===== src/core/mcdac_pkg.sv =====
// package: constants for the motion clock and dac output block
package mcdac_pkg;
  localparam int unsigned CLK_FREQ_100HZ  = 1250000;  // 125 MHz system clock
  localparam int unsigned BASE_FREQ_100HZ = 1179648;  // 117,964.8 kHz divider base
  localparam int unsigned HW_FREQ_100HZ   = 393216;   // 39.3216 MHz hardware clock source
  localparam int unsigned SERVO_FREQ_100HZ = 23;      // default servo rate, about 2.25 kHz
  localparam int          NCO_W           = 21;
  localparam int          NUM_CHAN        = 8;
  localparam int          NUM_GROUP       = 2;
  localparam int          STROBE_W        = 24;
  localparam int          DAC_W           = 16;
  localparam int          DIV_W           = 16;
  localparam int          HWCNT_W         = 7;
  localparam int          ADDR_W          = 20;
  // hardware clock select field positions, each a 3-bit power-of-two divider
  localparam int          HW_SCLK_LSB     = 0;
  localparam int          HW_PFM_LSB      = 3;
  localparam int          HW_DAC_LSB      = 6;
  localparam int          HW_ADC_LSB      = 9;
  localparam int          HW_SEL_W        = 12;
  // reset values
  localparam logic [DIV_W-1:0]    TOP_DIV_RST    = 16'h197f;
  localparam logic [3:0]          PHASE_DIV_RST  = 4'h0;
  localparam logic [3:0]          SERVO_DIV_RST  = 4'h3;
  localparam logic [HW_SEL_W-1:0] HW_SEL_RST     = 12'h6c2;
  localparam logic [STROBE_W-1:0] STROBE_RST     = 24'h7fffc0;
  // encoder decode and output mode codes
  localparam logic [3:0] DEC_X4_CW  = 4'h3;
  localparam logic [3:0] DEC_X4_CCW = 4'h7;
  localparam logic [1:0] OMODE_DAC_PWM = 2'h1;
  localparam logic [1:0] OMODE_DAC_PFM = 2'h3;
  // command target addresses
  localparam logic [ADDR_W-1:0] DAC_A_BASE   = 20'h0c002;
  localparam logic [ADDR_W-1:0] DAC_A_STEP   = 20'h00008;
  localparam logic [ADDR_W-1:0] RING1_BASE   = 20'h0c0a3;
  localparam logic [ADDR_W-1:0] RING1_BANK   = 20'h80000;
  localparam logic [ADDR_W-1:0] RINGM_BASE   = 20'h0c0a0;
  localparam logic [ADDR_W-1:0] NODE_STEP    = 20'h00004;
  typedef enum logic [1:0] {
    MCDAC_TGT_DAC   = 2'h0,
    MCDAC_TGT_RING1 = 2'h1,
    MCDAC_TGT_RINGM = 2'h3
  } mcdac_tgt_e;
  typedef enum logic {
    MCDAC_SER_IDLE  = 1'b0,
    MCDAC_SER_SHIFT = 1'b1
  } mcdac_ser_e;
endpackage


===== src/core/mcdac_fifo_if.sv =====
// interface: valid/ready word path between the block and its fifo
`timescale 1ns/1ps
`default_nettype none
interface mcdac_fifo_if #(parameter int W = 19);
  logic         in_valid;
  logic         in_ready;
  logic [W-1:0] in_data;
  logic         out_valid;
  logic         out_ready;
  logic [W-1:0] out_data;
  modport fifo (input in_valid, in_data, out_ready, output in_ready, out_valid, out_data);
  modport user (output in_valid, in_data, out_ready, input in_ready, out_valid, out_data);
endinterface
`default_nettype wire


===== src/core/mcdac_fifo.sv =====
// module: command word fifo with registered read data
`timescale 1ns/1ps
`default_nettype none
module mcdac_fifo #(
  parameter int W     = 19,
  parameter int DEPTH = 16
) (
  input  wire logic clk,
  input  wire logic rst,
  mcdac_fifo_if.fifo port
);
  localparam int AW = $clog2(DEPTH);
  logic [W-1:0]  mem [DEPTH];
  logic [AW:0]   wr_ptr_ff;
  logic [AW:0]   rd_ptr_ff;
  logic [W-1:0]  out_data_ff;
  logic          out_valid_ff;
  logic [AW:0]   count;
  logic          full;
  logic          empty;
  logic          push;
  logic          pop;
  assign count = wr_ptr_ff - rd_ptr_ff;
  assign full  = (count == (AW+1)'(DEPTH));
  assign empty = (count == '0);
  // output register refills whenever it is empty or being taken
  assign pop   = !empty && (!out_valid_ff || port.out_ready);
  assign push  = port.in_valid && !full;
  assign port.in_ready  = !full;
  assign port.out_valid = out_valid_ff;
  assign port.out_data  = out_data_ff;

  always_ff @(posedge clk) begin
    if (push) begin
      mem[wr_ptr_ff[AW-1:0]] <= port.in_data;
    end
  end

  always_ff @(posedge clk or posedge rst) begin
    if (rst) begin
      wr_ptr_ff    <= '0;
      rd_ptr_ff    <= '0;
      out_valid_ff <= 1'b0;
      out_data_ff  <= '0;
    end else begin
      if (push) wr_ptr_ff <= wr_ptr_ff + 1'b1;
      if (pop) begin
        rd_ptr_ff   <= rd_ptr_ff + 1'b1;
        out_data_ff <= mem[rd_ptr_ff[AW-1:0]];
      end
      if (pop) out_valid_ff <= 1'b1;
      else if (port.out_ready) out_valid_ff <= 1'b0;
    end
  end
endmodule // mcdac_fifo
`default_nettype wire


===== src/core/mcdac_top.sv =====
// module: motion clock chain, strobe words, channel and motor output setup
`timescale 1ns/1ps
`default_nettype none
module mcdac_top #(
  parameter int NCHAN = mcdac_pkg::NUM_CHAN,
  parameter int DEPTH = 16
) (
  input  wire logic                                  clk,
  input  wire logic                                  rst,
  input  wire logic [mcdac_pkg::DIV_W-1:0]           top_phase_divider,
  input  wire logic [3:0]                            phase_divider,
  input  wire logic [3:0]                            servo_divider,
  input  wire logic [mcdac_pkg::HW_SEL_W-1:0]        hw_clock_select_low_group,
  input  wire logic [mcdac_pkg::HW_SEL_W-1:0]        hw_clock_select_high_group,
  input  wire logic [mcdac_pkg::STROBE_W-1:0]        strobe_word_low_group,
  input  wire logic [mcdac_pkg::STROBE_W-1:0]        strobe_word_high_group,
  input  wire logic [NCHAN*4-1:0]                    encoder_decode_select,
  input  wire logic [NCHAN*2-1:0]                    output_mode_select,
  input  wire logic [NCHAN-1:0]                      output_invert_select,
  input  wire logic [NCHAN-1:0]                      motor_activate,
  input  wire logic [NCHAN-1:0]                      commutation_select,
  input  wire logic [NCHAN*2-1:0]                    target_kind_select,
  input  wire logic                                  cmd_valid,
  output logic                                       cmd_ready,
  input  wire logic [2:0]                            cmd_chan,
  input  wire logic [mcdac_pkg::DAC_W-1:0]           cmd_value,
  output logic                                       top_phase_clock,
  output logic                                       pwm_cycle_tick,
  output logic                                       phase_tick,
  output logic                                       servo_tick,
  output logic [NCHAN-1:0]                           motor_run,
  output logic [NCHAN-1:0]                           single_output,
  output logic [NCHAN*mcdac_pkg::ADDR_W-1:0]         command_output_target,
  output logic [NCHAN-1:0]                           quad_x4,
  output logic [NCHAN-1:0]                           count_reverse,
  output logic [NCHAN-1:0]                           ab_dac_mode,
  output logic [NCHAN-1:0]                           c_pwm_mode,
  output logic [NCHAN-1:0]                           c_pfm_mode,
  output logic [mcdac_pkg::NUM_GROUP-1:0]            enc_sample_tick,
  output logic [mcdac_pkg::NUM_GROUP-1:0]            pulse_freq_mod_clock,
  output logic [mcdac_pkg::NUM_GROUP-1:0]            dac_bit_tick,
  output logic [mcdac_pkg::NUM_GROUP-1:0]            adc_tick,
  output logic [mcdac_pkg::NUM_GROUP-1:0]            dac_strobe,
  output logic [NCHAN-1:0]                           dac_data
);
  localparam int NG  = mcdac_pkg::NUM_GROUP;
  localparam int SW  = mcdac_pkg::STROBE_W;
  localparam int DW  = mcdac_pkg::DAC_W;
  localparam int NW  = mcdac_pkg::NCO_W;
  localparam int HW  = mcdac_pkg::HWCNT_W;
  localparam int AW  = mcdac_pkg::ADDR_W;
  localparam int FW  = DW + 3;
  localparam logic [NW-1:0] NCO_MOD  = NW'(mcdac_pkg::CLK_FREQ_100HZ);
  localparam logic [NW-1:0] BASE_INC = NW'(mcdac_pkg::BASE_FREQ_100HZ);
  localparam logic [NW-1:0] HW_INC   = NW'(mcdac_pkg::HW_FREQ_100HZ);

  ////////////////////////////////////////////////////////////////////////////////
  // decoding functions

  // tick of a 2^n divider: source tick with the low n count bits at zero
  function automatic logic pow2_tick(input logic [2:0] n, input logic [HW-1:0] cnt,
                                     input logic src);
    logic [HW-1:0] mask;
    mask = HW'((8'h01 << n) - 8'h01);
    return src && ((cnt & mask) == '0);
  endfunction

  // command address for motor index m under the chosen target kind
  function automatic logic [AW-1:0] target_addr(input logic [1:0] kind, input logic [2:0] m);
    logic [AW-1:0] idx;
    idx = AW'(m);
    case (kind)
      mcdac_pkg::MCDAC_TGT_RING1:
        return mcdac_pkg::RING1_BASE + mcdac_pkg::NODE_STEP * AW'(m[0])
               + AW'(4'h8) * AW'(m[2]) + (m[1] ? mcdac_pkg::RING1_BANK : '0);
      mcdac_pkg::MCDAC_TGT_RINGM:
        return mcdac_pkg::RINGM_BASE + mcdac_pkg::NODE_STEP * idx;
      default:
        return mcdac_pkg::DAC_A_BASE + mcdac_pkg::DAC_A_STEP * idx;
    endcase
  endfunction

  ////////////////////////////////////////////////////////////////////////////////
  // rate generators from the 125 MHz clock

  logic [NW-1:0] base_acc_ff;
  logic [NW-1:0] hw_acc_ff;
  logic [NW:0]   base_sum;
  logic [NW:0]   hw_sum;
  logic          base_tick;
  logic          hw_src_tick;
  assign base_sum    = {1'b0, base_acc_ff} + {1'b0, BASE_INC};
  assign hw_sum      = {1'b0, hw_acc_ff} + {1'b0, HW_INC};
  assign base_tick   = (base_sum >= {1'b0, NCO_MOD});
  assign hw_src_tick = (hw_sum >= {1'b0, NCO_MOD});

  always_ff @(posedge clk or posedge rst) begin
    if (rst) begin
      base_acc_ff <= '0;
      hw_acc_ff   <= '0;
    end else begin
      base_acc_ff <= base_tick ? NW'(base_sum - {1'b0, NCO_MOD}) : NW'(base_sum);
      hw_acc_ff   <= hw_src_tick ? NW'(hw_sum - {1'b0, NCO_MOD}) : NW'(hw_sum);
    end
  end

  ////////////////////////////////////////////////////////////////////////////////
  // top phase, phase and servo clock chain

  logic [mcdac_pkg::DIV_W-1:0] top_div_ff;
  logic [3:0]                  phase_div_ff;
  logic [3:0]                  servo_div_ff;
  logic [mcdac_pkg::DIV_W-1:0] top_cnt_ff;
  logic [3:0]                  phase_cnt_ff;
  logic [3:0]                  servo_cnt_ff;
  logic                        top_clk_ff;
  logic                        phase_tick_ff;
  logic                        servo_tick_ff;
  logic                        half_end;
  logic                        top_rise;
  logic                        phase_end;
  logic                        servo_end;

  assign half_end  = base_tick && (top_cnt_ff == top_div_ff);
  assign top_rise  = half_end && !top_clk_ff;
  assign phase_end = top_rise && (phase_cnt_ff == phase_div_ff);
  assign servo_end = phase_end && (servo_cnt_ff == servo_div_ff);

  always_ff @(posedge clk or posedge rst) begin
    if (rst) begin
      top_div_ff   <= mcdac_pkg::TOP_DIV_RST;
      phase_div_ff <= mcdac_pkg::PHASE_DIV_RST;
      servo_div_ff <= mcdac_pkg::SERVO_DIV_RST;
    end else if (top_rise) begin
      // new settings only at a full top phase period, so no clock gets a runt
      top_div_ff   <= top_phase_divider;
      phase_div_ff <= phase_divider;
      servo_div_ff <= servo_divider;
    end
  end

  always_ff @(posedge clk or posedge rst) begin
    if (rst) begin
      top_cnt_ff    <= '0;
      top_clk_ff    <= 1'b0;
      phase_cnt_ff  <= '0;
      servo_cnt_ff  <= '0;
      phase_tick_ff <= 1'b0;
      servo_tick_ff <= 1'b0;
    end else begin
      if (half_end) begin
        top_cnt_ff <= '0;
        top_clk_ff <= !top_clk_ff;
      end else if (base_tick) begin
        top_cnt_ff <= top_cnt_ff + 1'b1;
      end
      if (top_rise) phase_cnt_ff <= phase_end ? 4'h0 : phase_cnt_ff + 4'h1;
      if (phase_end) servo_cnt_ff <= servo_end ? 4'h0 : servo_cnt_ff + 4'h1;
      phase_tick_ff <= phase_end;
      servo_tick_ff <= servo_end;
    end
  end

  assign top_phase_clock = top_clk_ff;
  assign pwm_cycle_tick  = top_rise;
  assign phase_tick      = phase_tick_ff;
  assign servo_tick      = servo_tick_ff;

  ////////////////////////////////////////////////////////////////////////////////
  // per-group hardware clocks and dac strobe words

  logic [mcdac_pkg::HW_SEL_W-1:0] hw_sel   [NG];
  logic [SW-1:0]                  strobe_w [NG];
  assign hw_sel[0]   = hw_clock_select_low_group;
  assign hw_sel[1]   = hw_clock_select_high_group;
  assign strobe_w[0] = strobe_word_low_group;
  assign strobe_w[1] = strobe_word_high_group;

  for (genvar g = 0; g < NG; g++) begin : g_group
    logic [HW-1:0] hw_cnt_ff;
    logic [SW-1:0] strobe_sr_ff;
    logic [4:0]    strobe_left_ff;
    logic          sclk_t;
    logic          pfm_t;
    logic          dac_t;
    logic          adc_t;
    logic          strobe_bit_ff;
    assign sclk_t = pow2_tick(hw_sel[g][mcdac_pkg::HW_SCLK_LSB +: 3], hw_cnt_ff, hw_src_tick);
    assign pfm_t  = pow2_tick(hw_sel[g][mcdac_pkg::HW_PFM_LSB +: 3], hw_cnt_ff, hw_src_tick);
    assign dac_t  = pow2_tick(hw_sel[g][mcdac_pkg::HW_DAC_LSB +: 3], hw_cnt_ff, hw_src_tick);
    assign adc_t  = pow2_tick(hw_sel[g][mcdac_pkg::HW_ADC_LSB +: 3], hw_cnt_ff, hw_src_tick);

    always_ff @(posedge clk or posedge rst) begin
      if (rst) begin
        hw_cnt_ff      <= '0;
        strobe_sr_ff   <= '0;
        strobe_left_ff <= '0;
        strobe_bit_ff  <= 1'b0;
      end else begin
        if (hw_src_tick) hw_cnt_ff <= hw_cnt_ff + 1'b1;
        if (phase_end) begin
          strobe_sr_ff   <= strobe_w[g];
          strobe_left_ff <= 5'(SW);
        end else if (dac_t && strobe_left_ff != '0) begin
          strobe_sr_ff   <= {strobe_sr_ff[SW-2:0], 1'b0};
          strobe_left_ff <= strobe_left_ff - 5'h01;
        end
        strobe_bit_ff <= (strobe_left_ff != '0) && strobe_sr_ff[SW-1];
      end
    end

    assign enc_sample_tick[g]      = sclk_t;
    assign pulse_freq_mod_clock[g] = pfm_t;
    assign dac_bit_tick[g]         = dac_t;
    assign adc_tick[g]             = adc_t;
    assign dac_strobe[g]           = strobe_bit_ff;
  end

  ////////////////////////////////////////////////////////////////////////////////
  // per-channel setup decode and per-motor processing

  for (genvar c = 0; c < NCHAN; c++) begin : g_chan
    logic [3:0] dec;
    logic [1:0] om;
    assign dec = encoder_decode_select[c*4 +: 4];
    assign om  = output_mode_select[c*2 +: 2];
    assign quad_x4[c]       = (dec == mcdac_pkg::DEC_X4_CW) || (dec == mcdac_pkg::DEC_X4_CCW);
    assign count_reverse[c] = (dec == mcdac_pkg::DEC_X4_CCW);
    assign ab_dac_mode[c]   = (om == mcdac_pkg::OMODE_DAC_PWM) || (om == mcdac_pkg::OMODE_DAC_PFM);
    assign c_pwm_mode[c]    = (om == mcdac_pkg::OMODE_DAC_PWM);
    assign c_pfm_mode[c]    = (om == mcdac_pkg::OMODE_DAC_PFM);
    assign single_output[c] = motor_activate[c] && !commutation_select[c];
  end

  logic [NCHAN-1:0]    motor_run_ff;
  logic [NCHAN*AW-1:0] target_ff;
  logic [NCHAN*AW-1:0] nxt_target;
  for (genvar m = 0; m < NCHAN; m++) begin : g_motor
    assign nxt_target[m*AW +: AW] = target_addr(target_kind_select[m*2 +: 2], 3'(m));
  end

  always_ff @(posedge clk or posedge rst) begin
    if (rst) begin
      motor_run_ff <= '0;
      target_ff    <= '0;
    end else begin
      // only active motors run their loop, whatever their output mode
      motor_run_ff <= servo_end ? motor_activate : '0;
      target_ff    <= nxt_target;
    end
  end
  assign motor_run             = motor_run_ff;
  assign command_output_target = target_ff;

  ////////////////////////////////////////////////////////////////////////////////
  // command word fifo and dac serializer

  mcdac_fifo_if #(.W(FW)) fq ();
  assign fq.in_valid = cmd_valid;
  assign fq.in_data  = {cmd_chan, cmd_value};
  assign cmd_ready   = fq.in_ready;

  mcdac_fifo #(.W(FW), .DEPTH(DEPTH)) u_fifo (
    .clk  (clk),
    .rst  (rst),
    .port (fq.fifo)
  );

  mcdac_pkg::mcdac_ser_e ser_st_ff;
  logic [DW-1:0]         ser_sr_ff;
  logic [2:0]            ser_chan_ff;
  logic [4:0]            ser_left_ff;
  logic [NCHAN-1:0]      dac_data_ff;
  logic                  ser_dac_t;
  logic                  take;
  // the serializer waits on the dac clock, so a burst of commands backs up the fifo
  assign ser_dac_t   = pow2_tick(ser_chan_ff[2] ? hw_sel[1][mcdac_pkg::HW_DAC_LSB +: 3]
                                                : hw_sel[0][mcdac_pkg::HW_DAC_LSB +: 3],
                                 ser_chan_ff[2] ? g_group[1].hw_cnt_ff : g_group[0].hw_cnt_ff,
                                 hw_src_tick);
  assign take         = (ser_st_ff == mcdac_pkg::MCDAC_SER_IDLE) && fq.out_valid;
  assign fq.out_ready = (ser_st_ff == mcdac_pkg::MCDAC_SER_IDLE);

  always_ff @(posedge clk or posedge rst) begin
    if (rst) begin
      ser_st_ff   <= mcdac_pkg::MCDAC_SER_IDLE;
      ser_sr_ff   <= '0;
      ser_chan_ff <= '0;
      ser_left_ff <= '0;
    end else begin
      case (ser_st_ff)
        mcdac_pkg::MCDAC_SER_IDLE: begin
          if (take) begin
            ser_chan_ff <= fq.out_data[FW-1 -: 3];
            ser_sr_ff   <= fq.out_data[DW-1:0];
            ser_left_ff <= 5'(DW);
            ser_st_ff   <= mcdac_pkg::MCDAC_SER_SHIFT;
          end
        end
        mcdac_pkg::MCDAC_SER_SHIFT: begin
          if (ser_dac_t) begin
            ser_sr_ff   <= {ser_sr_ff[DW-2:0], 1'b0};
            ser_left_ff <= ser_left_ff - 5'h01;
            if (ser_left_ff == 5'h01) ser_st_ff <= mcdac_pkg::MCDAC_SER_IDLE;
          end
        end
        default: ser_st_ff <= mcdac_pkg::MCDAC_SER_IDLE;
      endcase
    end
  end

  always_ff @(posedge clk or posedge rst) begin
    if (rst) begin
      dac_data_ff <= '0;
    end else begin
      for (int i = 0; i < NCHAN; i++) begin
        // idle lines sit at the inverted zero level so polarity holds between words
        dac_data_ff[i] <= ((ser_st_ff == mcdac_pkg::MCDAC_SER_SHIFT) && (ser_chan_ff == 3'(i))
                           && ser_sr_ff[DW-1]) ^ output_invert_select[i];
      end
    end
  end
  assign dac_data = dac_data_ff;
endmodule // mcdac_top
`default_nettype wire


===== config.mk =====
export PLATFORM = sky130hd
export DESIGN_NAME = mcdac_top
export DESIGN_NICKNAME = d
export VERILOG_FILES = /design/src/core/mcdac_pkg.sv /design/src/core/mcdac_fifo_if.sv /design/src/core/mcdac_fifo.sv /design/src/core/mcdac_top.sv
export SDC_FILE = /design/constraint.sdc
export NUM_CORES = 1
export LEC_CHECK = 0
export BUFFER_PORTS_ARGS = -buffer_cell sky130_fd_sc_hd__buf_2
export CORE_AREA = 2 2 194 235
export CTS_CLUSTER_DIAMETER = 80
export DETAILED_ROUTE_END_ITERATION = 7
export DIE_AREA = 0 0 196 237
export GPL_ROUTABILITY_DRIVEN = 0
export PLACE_DENSITY = 0.84
export SLEW_MARGIN = 20
export SYNTH_ARGS = -nofsm -noshare
export SYNTH_HDL_FRONTEND = slang
export SYNTH_SLANG_ARGS = --single-unit

===== constraint.sdc =====
create_clock -name clk -period 15.6 [get_ports clk]
set_input_delay 1.56 -clock clk [delete_from_list [all_inputs] [get_ports clk]]
set_output_delay 1.56 -clock clk [all_outputs]
set_load 0.01 [all_outputs]

**After elaboration in Yosys (flattened, before gate mapping)**

Memory sizes are Yosys's and may differ from the RTL's. A register that Yosys moved wholly into a read port is not among the register bits.
Cells that the tools add are included.
W data, S select, Z words.

- Bitwise gates (word level): 18
- Reductions and logical operators: 91
- Magnitude comparators: 2
- Equal/unequal tests: 63
- Mux-type cells: 39
- Shift operators: 9
- Add/sub/neg operators: 24

Operator list:

| cell | number |
|---|---|
| $pmux W20 S2 | 4 |
| $mux W24 | 4 |
| $mux W16 | 4 |
| $pmux W8 S2 | 4 |
| $and A7 B7 Y7 | 9 |
| $logic_not A7 Y1 | 9 |
| $shl A1 B3 Y7 const A | 9 |
| $sub A7 B1 Y7 const B | 9 |
| $ge A22 B21 Y1 const B | 2 |
| $logic_and A1 B1 Y1 | 44 |
| $mux W21 | 2 |
| $sub A21 B21 Y21 const B | 2 |
| $eq A2 B1 Y1 const B | 16 |
| $eq A2 B2 Y1 const B | 16 |
| $eq A4 B2 Y1 const B | 8 |
| $eq A4 B3 Y1 const B | 8 |
| $pmux W16 S2 | 1 |
| $mux W5 | 6 |
| $add A21 B19 Y22 const B | 1 |
| $add A21 B21 Y22 const B | 1 |
| $logic_or A1 B1 Y1 | 17 |
| $add A16 B1 Y16 const B | 1 |
| $eq A16 B16 Y1 | 1 |
| $sub A5 B1 Y5 const B | 3 |
| other kinds (27) | 65 |

- Output and inout bits: 239
- Memories: 1
- Bits in writable memories: 304
- Logic and storage cells: 276
- Bits of input ports: 206
- Register bits after elaboration: 379

Memories:

| memory | words | width | rd ports | clocked after Yosys merged registers in | wr ports | RTL line | RTL |
|---|---|---|---|---|---|---|---|
| u_fifo.mem | 16 | 19 | 1 | 1 | 1 | mcdac_fifo.sv:13 | `logic [W-1:0] mem [DEPTH];` |

**Longest topological paths before layout**

Gate-level depths: netlist (run 1).

- Word-level depth: 8
- Gate-level depth with buffers: 12

**Modules after synthesis**

A second synthesis (run 1) with hierarchy kept.

- Cell total of the unflattened synthesis: 2041
- Area, all modules: 25981.2 µm²

Modules (own cells, without submodules):

| module | area each (µm²) | cells an instance | times used | seq. area each (µm²) |
|---|---|---|---|---|
| mcdac_fifo | 13080.0 | 697 | 1 | 9879.5 |
| mcdac_top | 12901.1 | 1344 | 1 | 5870.6 |

**Worst setup path before layout (run 1)**

No wires, ideal clock.

- Kind: in2out
- Start point: input port hw_clock_select_high_group[8] (netlist name)
- End point: output port dac_bit_tick[1] (netlist name)
- Required time: 14.040 ns
- Stages: 10
- Arrival: 3.733 ns
- Path slack: 10.307 ns
- Cell sequence: buf_2 or3_1 ha_1 or4b_2 o211ai_1 a2111oi_2 o211ai_4 inv_2 buf_2 buf_4

- Longest elaborated chain between the ends: 5

RTL lines:

| item | RTL line | RTL |
|---|---|---|
| from (decl) | mcdac_top.sv:14 | `input wire logic [mcdac_pkg::HW_SEL_W-1:0] hw_clock_select_high_group,` |
| $shl A1 B3 Y7 | mcdac_top.sv:64 | `mask = HW'((8'h01 << n) - 8'h01);` |
| $sub A7 B1 Y7 | mcdac_top.sv:64 |  |
| $and A7 B7 Y7 | mcdac_top.sv:65 | `return src && ((cnt & mask) == '0);` |
| $logic_not A7 Y1 | mcdac_top.sv:65 |  |
| $logic_and A1 B1 Y1 | mcdac_top.sv:65 |  |
| to (decl) | mcdac_top.sv:41 | `output logic [mcdac_pkg::NUM_GROUP-1:0] dac_bit_tick,` |

No other way between the ends.

**Worst setup path in the final report (run 1)**

Ends and elaborated chain as after synthesis.

==> impl_metrics.json, run 1 <==
{
  "detailed_place_hpwl_um": 39500,
  "fp.dieW_um": 196,
  "crit_buf_inv": 3,
  "p_total_mw": 4.00,
  "cp-end-kind": "output pin",
  "worst_ep_required_time_ps": 14040,
  "num_vias": 17080,
  "port-buffer-count": 353,
  "grt_overflow": 0,
  "clk_latency_ps": 620,
  "synth_area_leaders": "edfxtp_1 (35%), dfrtp_1 (24%), mux4_2 (8.1%), buf_4 (3.9%), xnor2_1 (2.1%)",
  "ys_ff_latch": 568,
  "drive_gt1_share_pct": 29.7,
  "ctsResizeCount": 0,
  "p_leak_nw": 11.9,
  "intPower_mw": 2.93,
  "grt_pass1_wl_um": 97200,
  "max_freq_mhz": 168,
  "combPwrFrac_pct": 18.1,
  "cp_common_cell": "buf_2",
  "netlist_top_cells_count": "edfxtp_1 (304), dfrtp_1 (252), nand2_1 (146)",
  "p_clk_share_pct": 35.8,
  "status": "finished, final reports clean",
  "fin_nets": 2479,
  "antenna_found_initial": 5,
  "final.min_clock_period_ps": 5960,
  "peakVddDrop_mv": 0.173,
  "area_delta_synth_final_pct": 13.6,
  "finalSetupTns_ps": 0,
  "synth_top_area_share_pct": 34.8,
  "netlist_instances": 1965,
  "min_to": "ser_chan_ff[2]",
  "r2r_end": "u_fifo.mem[8][17]",
  "cts_hold_buf": 0,
  "syn_avg_cell_area_um2": 13.4,
  "finalHoldViolCount": 0,
  "syn_area_mm2": 0.0263,
  "fin_crit_sh_pct": 38.2,
  "synth.most_common_cell": "edfxtp_1",
  "hp-class": "flip-flop to flip-flop",
  "cts_setup_buffers": 0,
  "cp_slowest_cell": "or4b_2",
  "clkTransAtPathRegs_ps": 70,
  "max_stage_delay_ps": 690,
  "yosys_warnings": 0,
  "io_pins": 445,
  "yosys.area.top_type": "edfxtp_1",
  "clkSinkCount": 568,
  "finalSetupViolCount": 0,
  "wl_per_cell_um": 22.3,
  "rsz0062_at_grt": "false",
  "grt_max_degree": 131,
  "async_flop_share_pct": 46.5,
  "slew_viol_final": 0,
  "reg2regPathDepth": 10,
  "path_delay_family": "simple AND/OR/NAND/NOR gates",
  "ant_nets": 0,
  "start_kind": "primary input",
  "grt_pass1_vias": 17212,
  "grt.total_usage_pct": 27.2,
  "synth_edf_count": 304,
  "cts_root_buffer": "clkbuf_16",
  "p_per_area_mw_per_mm2": 134,
  "p_switching_mw": 1.06,
  "firstDrtPassIters": 5,
  "layout.cells.non_filler": 2852,
  "ff2ff_setup_slack_ps": 11310,
  "wl_um": 63500,
  "synthFlopType": "edfxtp_1",
  "cts_buffer_depth": 3,
  "coreArea_mm2": 0.0442,
  "ys_types": 89,
  "ctsHtreeMaxLevel": 2,
  "tightest_slew_ps": 1050,
  "worst_ep_arrival_time_ps": 4400,
  "critical_path_class": "primary input to output pin",
  "rows": 85,
  "crit_path_cell_trace": "buf_2, or3_1, ha_1, or4b_2, o211ai_1, a2111oi_2, o211ai_4, inv_2, buf_2",
  "dieHeight_um": 237,
  "drt_iter0_drc": 1293,
  "r2r-start": "u_fifo.rd_ptr_ff[1]",
  "via_per_inst": 5.99,
  "design.die.area_mm2": 0.0465,
  "cap_violations": 0,
  "hold_depth": 2,
  "swShare_pct": 26.6,
  "drc_errors": 0,
  "slew_headroom_pct": 29.4,
  "fin_skew_ps": 27.1,
  "cts_buffers": 55,
  "tritoncts": "done",
  "initial_core_util_pct": 59.3,
  "dp_cells": 2749,
  "yosysSeqAreaShare_pct": 60.0,
  "pwr-share-seq_pct": 46.1,
  "min_from": "u_fifo.port.out_data[18]",
  "cp_max_fo": 33
}
## through the flow
step	setup slack, ps	instance area, um^2	util (%)	hold WS, ps
2_1_floorplan	6790	26600	-	433
3_3_place_gp	9780	27800	62.9	448
3_5_place_dp	9710	27800	62.9	454
4_1_cts	9700	29800	67.4	462
5_1_grt	9540	29800	67.4	478
6_report	9640	29800	67.4	461
## placed cells by master, fill, tap and decap left out, types with 55 or more instances in the layout
| master | n |
|---|---|
| dfrtp_1 | 250 |
| mux4_2 | 95 |
| xnor2_1 | 64 |
| conb_1 | 92 |
| nand3_1 | 76 |
| o21ai_0 | 104 |
| edfxtp_1 | 304 |
| nand2_1 | 146 |
| clkbuf_16 | 55 |
| buf_2 | 353 |
| nor2_1 | 72 |
## layout make-up
| type | instances | area [um^2] |
|---|---|---|
| clock buffers | 69 | 1500 |
| inverters | 51 | 199 |
| diodes | 2 | 5.00 |
| multi-input cells | 1178 | 9160 |
| flip-flops and latches | 568 | 15800 |
| well taps | 565 | 707 |
| fillers | 2993 | 14400 |
| clock inverters | 31 | 455 |
| repair buffers | 388 | 2040 |
## sequential cells by signal (all words and copies together), names as in the netlist, 5 cells and up
name / count
command_output_target: 34
u_fifo.mem: 304
g_group.strobe_sr_ff: 48
base_acc_ff: 17
hw_acc_ff: 17
ser_left_ff: 5
ser_sr_ff: 16
u_fifo.port.out_data: 19
motor_run: 8
g_group.hw_cnt_ff: 14
top_cnt_ff: 16
dac_data: 8
g_group.strobe_left_ff: 10
top_div_ff: 16
u_fifo.wr_ptr_ff: 5
u_fifo.rd_ptr_ff: 5
## worst register-to-register path, stage by stage, from the launching register on
cell	delay, ps
dfrtp_2	360
buf_6	620
inv_1	130
ha_1	350
nor2b_1	170
o21a_1	200
o21a_1	210
nor3_1	590
o311ai_0	450
nor2_1	460
buf_4	410
## cell families (layout without fill, tap and decap cells)
kind of cell | after synthesis | count (layout) | share of synthesized area [%]
AOI/OAI and AO/OA | 322 | 322 | 8.53
xor gates and xnor gates | 93 | 93 | 3.10
adders and majority gates | 32 | 32 | 1.52
buffers and inverters | 309 | 539 | 6.66
DFF | 568 | 568 | 60.0
muxes | 159 | 159 | 11.0
other | 2 | 94 | 0.0286
and+or+nand+nor | 480 | 480 | 9.17
## routing by layer
layer | share of wire [%] | wire length (um) | track usage (%) | up-vias
met4 | 3.2 | 2060 | 10.4 | 8
li1 | - | - | - | 7581
met2 | 53 | 33400 | 47.9 | 666
met1 | 38 | 24200 | 34.1 | 8679
met5 | 0.074 | 47 | 0 | -
met3 | 6.0 | 3810 | 4.12 | 146
## power by group through the flow
stage | clock [mW] | combinational, mW | sequential [mW]
after floorplan | 0 | 0.560 | 1.80
after global placement | 0 | 0.673 | 1.85
after detailed placement | 0 | 0.711 | 1.87
after CTS | 1.45 | 0.724 | 1.84
after global routing | 1.51 | 0.771 | 1.86
final | 1.43 | 0.722 | 1.84
## worst max-delay path by stage
stage	start	end	slack (ps)	depth (start not counted)
2_1_floorplan	rst	base_acc_ff[10]	6790	1
3_3_place_gp	hw_clock_select_high_group[8]	dac_bit_tick[1]	9780	9
3_5_place_dp	hw_clock_select_high_group[8]	dac_bit_tick[1]	9710	9
4_1_cts	hw_clock_select_high_group[8]	dac_bit_tick[1]	9700	9
5_1_grt	hw_clock_select_high_group[8]	dac_bit_tick[1]	9540	9
6_report	hw_clock_select_high_group[8]	dac_bit_tick[1]	9640	9
No activity file was read; power rests on OpenSTA's default activity.
==> run 2: changes to the inputs <==
- CORE_AREA: 2 2 194 235 -> 2 2 199 241
- DIE_AREA: 0 0 196 237 -> 0 0 201 243
- PLACE_DENSITY: 0.84 -> 0.8
- clock period: 15.6 -> 5.7 ns (I/O delays scaled with it)
==> impl_metrics.json, run 2 (synthesized netlist as in run 1, its figures left out) <==
{
  "fp.dieW_um": 201,
  "clk_latency_ps": 610,
  "tritoncts": "done",
  "layout_commonest_cell": "buf_2",
  "tightest_slew_ps": 1150,
  "status": "finished, final reports clean",
  "antenna_found_initial": 3,
  "grt.total_usage_pct": 24.8,
  "fin_skew_ps": 17.5,
  "rows": 87,
  "finalSetupTns_ps": 0,
  "mostFrequentLayoutCells": "buf_2 (353), edfxtp_1 (304), dfrtp_1 (250)",
  "p_per_area_mw_per_mm2": 369,
  "finalSetupViolCount": 0,
  "timing.hold.ws_ps": 92.8,
  "reg2regPathDepth": 8,
  "via_per_inst": 5.83,
  "cp_max_fo": 22,
  "cp-startpoint": "u_fifo.rd_ptr_ff[2]",
  "drive_gt1_share_pct": 29.6,
  "grt_overflow": 0,
  "design.die.area_mm2": 0.0488,
  "wl_um": 61100,
  "cts_root_buffer": "clkbuf_16",
  "firstDrtPassIters": 5,
  "detailed_place_hpwl_um": 40800,
  "ff2ff_setup_slack_ps": 1380,
  "start_kind": "flip-flop",
  "critical_path_class": "flip-flop to flip-flop",
  "p_leak_nw": 11.9,
  "cts_setup_buffers": 0,
  "cap_violations": 0,
  "ant_nets": 0,
  "rsz0062_at_grt": "false",
  "final.min_clock_period_ps": 4320,
  "peakVddDrop_mv": 0.341,
  "slew_headroom_pct": 23.5,
  "max_freq_mhz": 232,
  "drt_iter0_drc": 1465,
  "num_vias": 16984,
  "finalHoldViolCount": 0,
  "r2r-start": "u_fifo.rd_ptr_ff[2]",
  "wl_per_cell_um": 21.0,
  "fillCellCount": 3368,
  "hp-class": "primary input to flip-flop",
  "ctsHtreeMaxLevel": 2,
  "grt_max_degree": 133,
  "cts_buffer_depth": 3,
  "multi_input_area_mm2": 0.00917,
  "drc_errors": 0,
  "cp-end-kind": "flip-flop",
  "dieHeight_um": 243,
  "initial_core_util_pct": 56.5,
  "fin_nets": 2475,
  "grt_pass1_wl_um": 95300,
  "fin_crit_sh_pct": 75.8,
  "ctsResizeCount": 0,
  "r2r_end": "u_fifo.mem[12][2]",
  "grt_pass1_vias": 17094,
  "cts_hold_buf": 0,
  "coreArea_mm2": 0.0465,
  "clkTransAtPathRegs_ps": 70,
  "worst_ep_required_time_ps": 6040,
  "area_delta_synth_final_pct": 14.1,
  "largest_register_ffs": 304,
  "cts_buffers": 54,
  "port-buffer-count": 353,
  "io_pins": 445,
  "clkSinkCount": 568,
  "slew_viol_final": 0,
  "endpoint": "u_fifo.mem[12][2]",
  "register_area_mm2": 0.0158,
  "worst_ep_arrival_time_ps": 4660
}
run 2: routing by layer:
layer  share of wire [%]  global-route usage [%]  vias up
met5               0.021                       0        -
li1                    -                       -     7592
met1                  40                    32.4     8575
met4                 2.7                    7.84        2
met3                 6.3                    4.18      123
met2                  51                    42.6      692
run 2: final cells by class:
type / count / area share (%)
sequential: 568 / 52.6
antenna: 6 / 0.0501
clock inverter: 34 / 1.73
clock buffer: 68 / 4.99
multi-input combinational: 1178 / 30.6
inverter: 51 / 0.651
timing repair buffer: 385 / 6.79
tap: 623 / 2.60
run 2: worst min-delay path by stage:
stage / startpoint / end / slack (ps) / cells after the start
detailed placement: top_div_ff[1] / top_div_ff[1] / 450 / 2
CTS: target_kind_select[2] / command_output_target[27] / 60 / 1
floorplan: u_fifo.port.out_data[16] / ser_chan_ff[0] / 430 / 2
global route: target_kind_select[2] / command_output_target[27] / 80 / 1
global placement: servo_div_ff[1] / servo_div_ff[1] / 450 / 2
finish: target_kind_select[2] / command_output_target[27] / 90 / 1
run 2: critical path, stage by stage (launching register included):
cell	delay [ps]
dfrtp_1	1100
inv_1	210
ha_1	310
or2_2	290
a2111oi_2	410
o211ai_1	320
o311ai_0	1000
nor2_1	110
buf_4	270
run 2: power by group:
part           internal [mW]  switching [mW]  total, mW
clock network           2.41            1.58       3.99
registers               4.74           0.300       5.04
logic                  0.968            1.04       2.01
total                   8.12            2.92       11.0
run 2: through the flow:
| stage | setup slack (ps) | area, um^2 | std cells | utilization [%] | total power [mW] |
|---|---|---|---|---|---|
| finish | 1380 | 30000 | 2913 | 64.5 | 11.0 |
| global route | 1250 | 30000 | 2909 | 64.4 | 11.4 |
| CTS | 1280 | 29900 | 2906 | 64.4 | 11.1 |
| detailed placement | 1570 | 27900 | 2804 | 60.1 | 7.07 |
| global placement | 1800 | 27900 | 2804 | 60.1 | 6.93 |
| floorplan | 1140 | 26600 | 2055 | - | 6.47 |
==> run 3: changes to the inputs <==
- clock period: 5.7 -> 4.2 ns (I/O delays scaled with it)
==> impl_metrics.json, run 3 (synthesized netlist as in run 1, its figures left out) <==
{
  "initial_core_util_pct": 56.5,
  "cts_setup_buffers": 0,
  "ant_nets": 0,
  "slew_headroom_pct": 29.7,
  "dieHeight_um": 243,
  "fin_nets": 2529,
  "r2r_end": "ser_sr_ff[14]",
  "ctsResizeCount": 0,
  "cap_violations": 0,
  "hp-class": "primary input to flip-flop",
  "wl_um": 61700,
  "peakVddDrop_mv": 0.402,
  "rsz0062_at_grt": "false",
  "finalSetupViolCount": 0,
  "io_pins": 445,
  "port-buffer-count": 353,
  "design.die.area_mm2": 0.0488,
  "grt.total_usage_pct": 24.8,
  "fin_skew_ps": 23.7,
  "worst_ep_arrival_time_ps": 4020,
  "reg2regPathDepth": 8,
  "cp-startpoint": "ser_chan_ff[2]",
  "worst_ep_required_time_ps": 4690,
  "p_per_area_mw_per_mm2": 479,
  "drive_gt1_share_pct": 29.6,
  "clk_latency_ps": 620,
  "coreArea_mm2": 0.0465,
  "clkTransAtPathRegs_ps": 70,
  "fp.dieW_um": 201,
  "p_leak_nw": 12.1,
  "detailed_place_hpwl_um": 38900,
  "endpoint": "ser_sr_ff[14]",
  "ff2ff_setup_slack_ps": 670,
  "p_switching_mw": 3.89,
  "drc_errors": 0,
  "cts_buffer_depth": 3,
  "antenna_found_initial": 3,
  "cp-end-kind": "flip-flop",
  "ctsHtreeMaxLevel": 2,
  "post-route-util_pct": 65.2,
  "max_freq_mhz": 283,
  "slew_viol_final": 0,
  "rows": 87,
  "area_delta_synth_final_pct": 15.4,
  "fin_crit_sh_pct": 84.1,
  "cp_max_fo": 18,
  "pwr-share-seq_pct": 46.7,
  "finalSetupTns_ps": 0,
  "largest_register_ffs": 304,
  "r2r-start": "ser_chan_ff[2]",
  "critical_path_class": "flip-flop to flip-flop",
  "firstDrtPassIters": 5,
  "start_kind": "flip-flop",
  "mostFrequentLayoutCells": "buf_2 (353), edfxtp_1 (304), dfrtp_1 (250)",
  "layout_commonest_cell": "buf_2",
  "cts_root_buffer": "clkbuf_16",
  "drt_iter0_drc": 1323,
  "tritoncts": "done",
  "grt_pass1_wl_um": 95800,
  "grt_overflow": 0,
  "num_vias": 17124,
  "finalHoldViolCount": 0,
  "final.min_clock_period_ps": 3530,
  "p_clk_share_pct": 34.3,
  "status": "finished, final reports clean",
  "cts_buffers": 55,
  "clkSinkCount": 568,
  "grt_pass1_vias": 17017,
  "min_from": "phase_divider[1]",
  "wl_per_cell_um": 20.8,
  "tightest_slew_ps": 1050,
  "combPwrFrac_pct": 19.0,
  "via_per_inst": 5.78,
  "grt_max_degree": 88,
  "swShare_pct": 26.8,
  "intPower_mw": 10.6
}
[run 3: cell count changes in the layout (fill, tap and decap cells not counted), moves of 5 or more]
cell / delta
dlygate4sd3_1: +38
buf_4: +13
bufinv_16: -8
clkinv_2: +7
diode_2: -5
[run 3: worst min path at each step]
stage,to,slack (ps),cells after the start
floorplan,ser_chan_ff[0],430,2
global placement,servo_div_ff[0],450,2
detailed placement,top_div_ff[12],460,2
CTS,top_div_ff[2],2,3
global route,top_div_ff[2],20,3
finish,phase_div_ff[1],30,3
[run 3: power groups by stage]
stage / Combinational, mW / Clock, mW / Sequential [mW]
6_report: 2.75 / 4.98 / 6.78
4_1_cts: 2.76 / 5.08 / 6.78
3_5_place_dp: 2.69 / 0 / 6.88
5_1_grt: 2.97 / 5.30 / 6.83
3_3_place_gp: 2.58 / 0 / 6.84
2_1_floorplan: 2.09 / 0 / 6.69
[run 3: what timing repair did]
item / CTS / global route
hold buffers: 38 / 0
setup endpoints to repair: 0 / 0
endpoints found under the hold margin: 66 / 0
[run 3: area by class of cell]
cell class | instances | area, um^2
timing repair buffer | 438 | 2560
clock buffer | 72 | 1530
antenna | 1 | 2.50
inverter | 51 | 195
fill | 3276 | 16200
clock inverter | 31 | 300
sequential | 568 | 15800
tap | 623 | 779
multi-input combinational | 1178 | 9160
[run 3: per-stage QoR]
stage                     setup WS, ps  hold slack (ps)  cell area (um^2)  power, mW  std cells
after floorplan                    127              433             26600       8.79       2055
after global placement             703              452             28000       9.43       2817
after detailed placement           619              455             28000       9.57       2818
after CTS                          418             2.42             30200       14.6       2959
after global routing               413             16.8             30300       15.1       2961
final                              668             26.3             30300       14.5       2962
[run 3: worst max-delay path: stages, from the launching register on]
cell,delay (ps)
dfrtp_1,740
mux2i_1,400
nand3_1,140
ha_1,310
o221ai_1,110
a211o_1,310
a2111o_1,460
o21ai_4,540
mux2_2,400
[run 3: routing by layer]
| layer | GRT usage [%] | share of wire [%] | vias to the layer above |
|---|---|---|---|
| li1 | - | - | 7687 |
| met1 | 32.2 | 39 | 8702 |
| met2 | 43.5 | 52 | 613 |
| met3 | 3.50 | 5.6 | 116 |
| met4 | 7.82 | 2.7 | 6 |
| met5 | 0 | 0.057 | - |
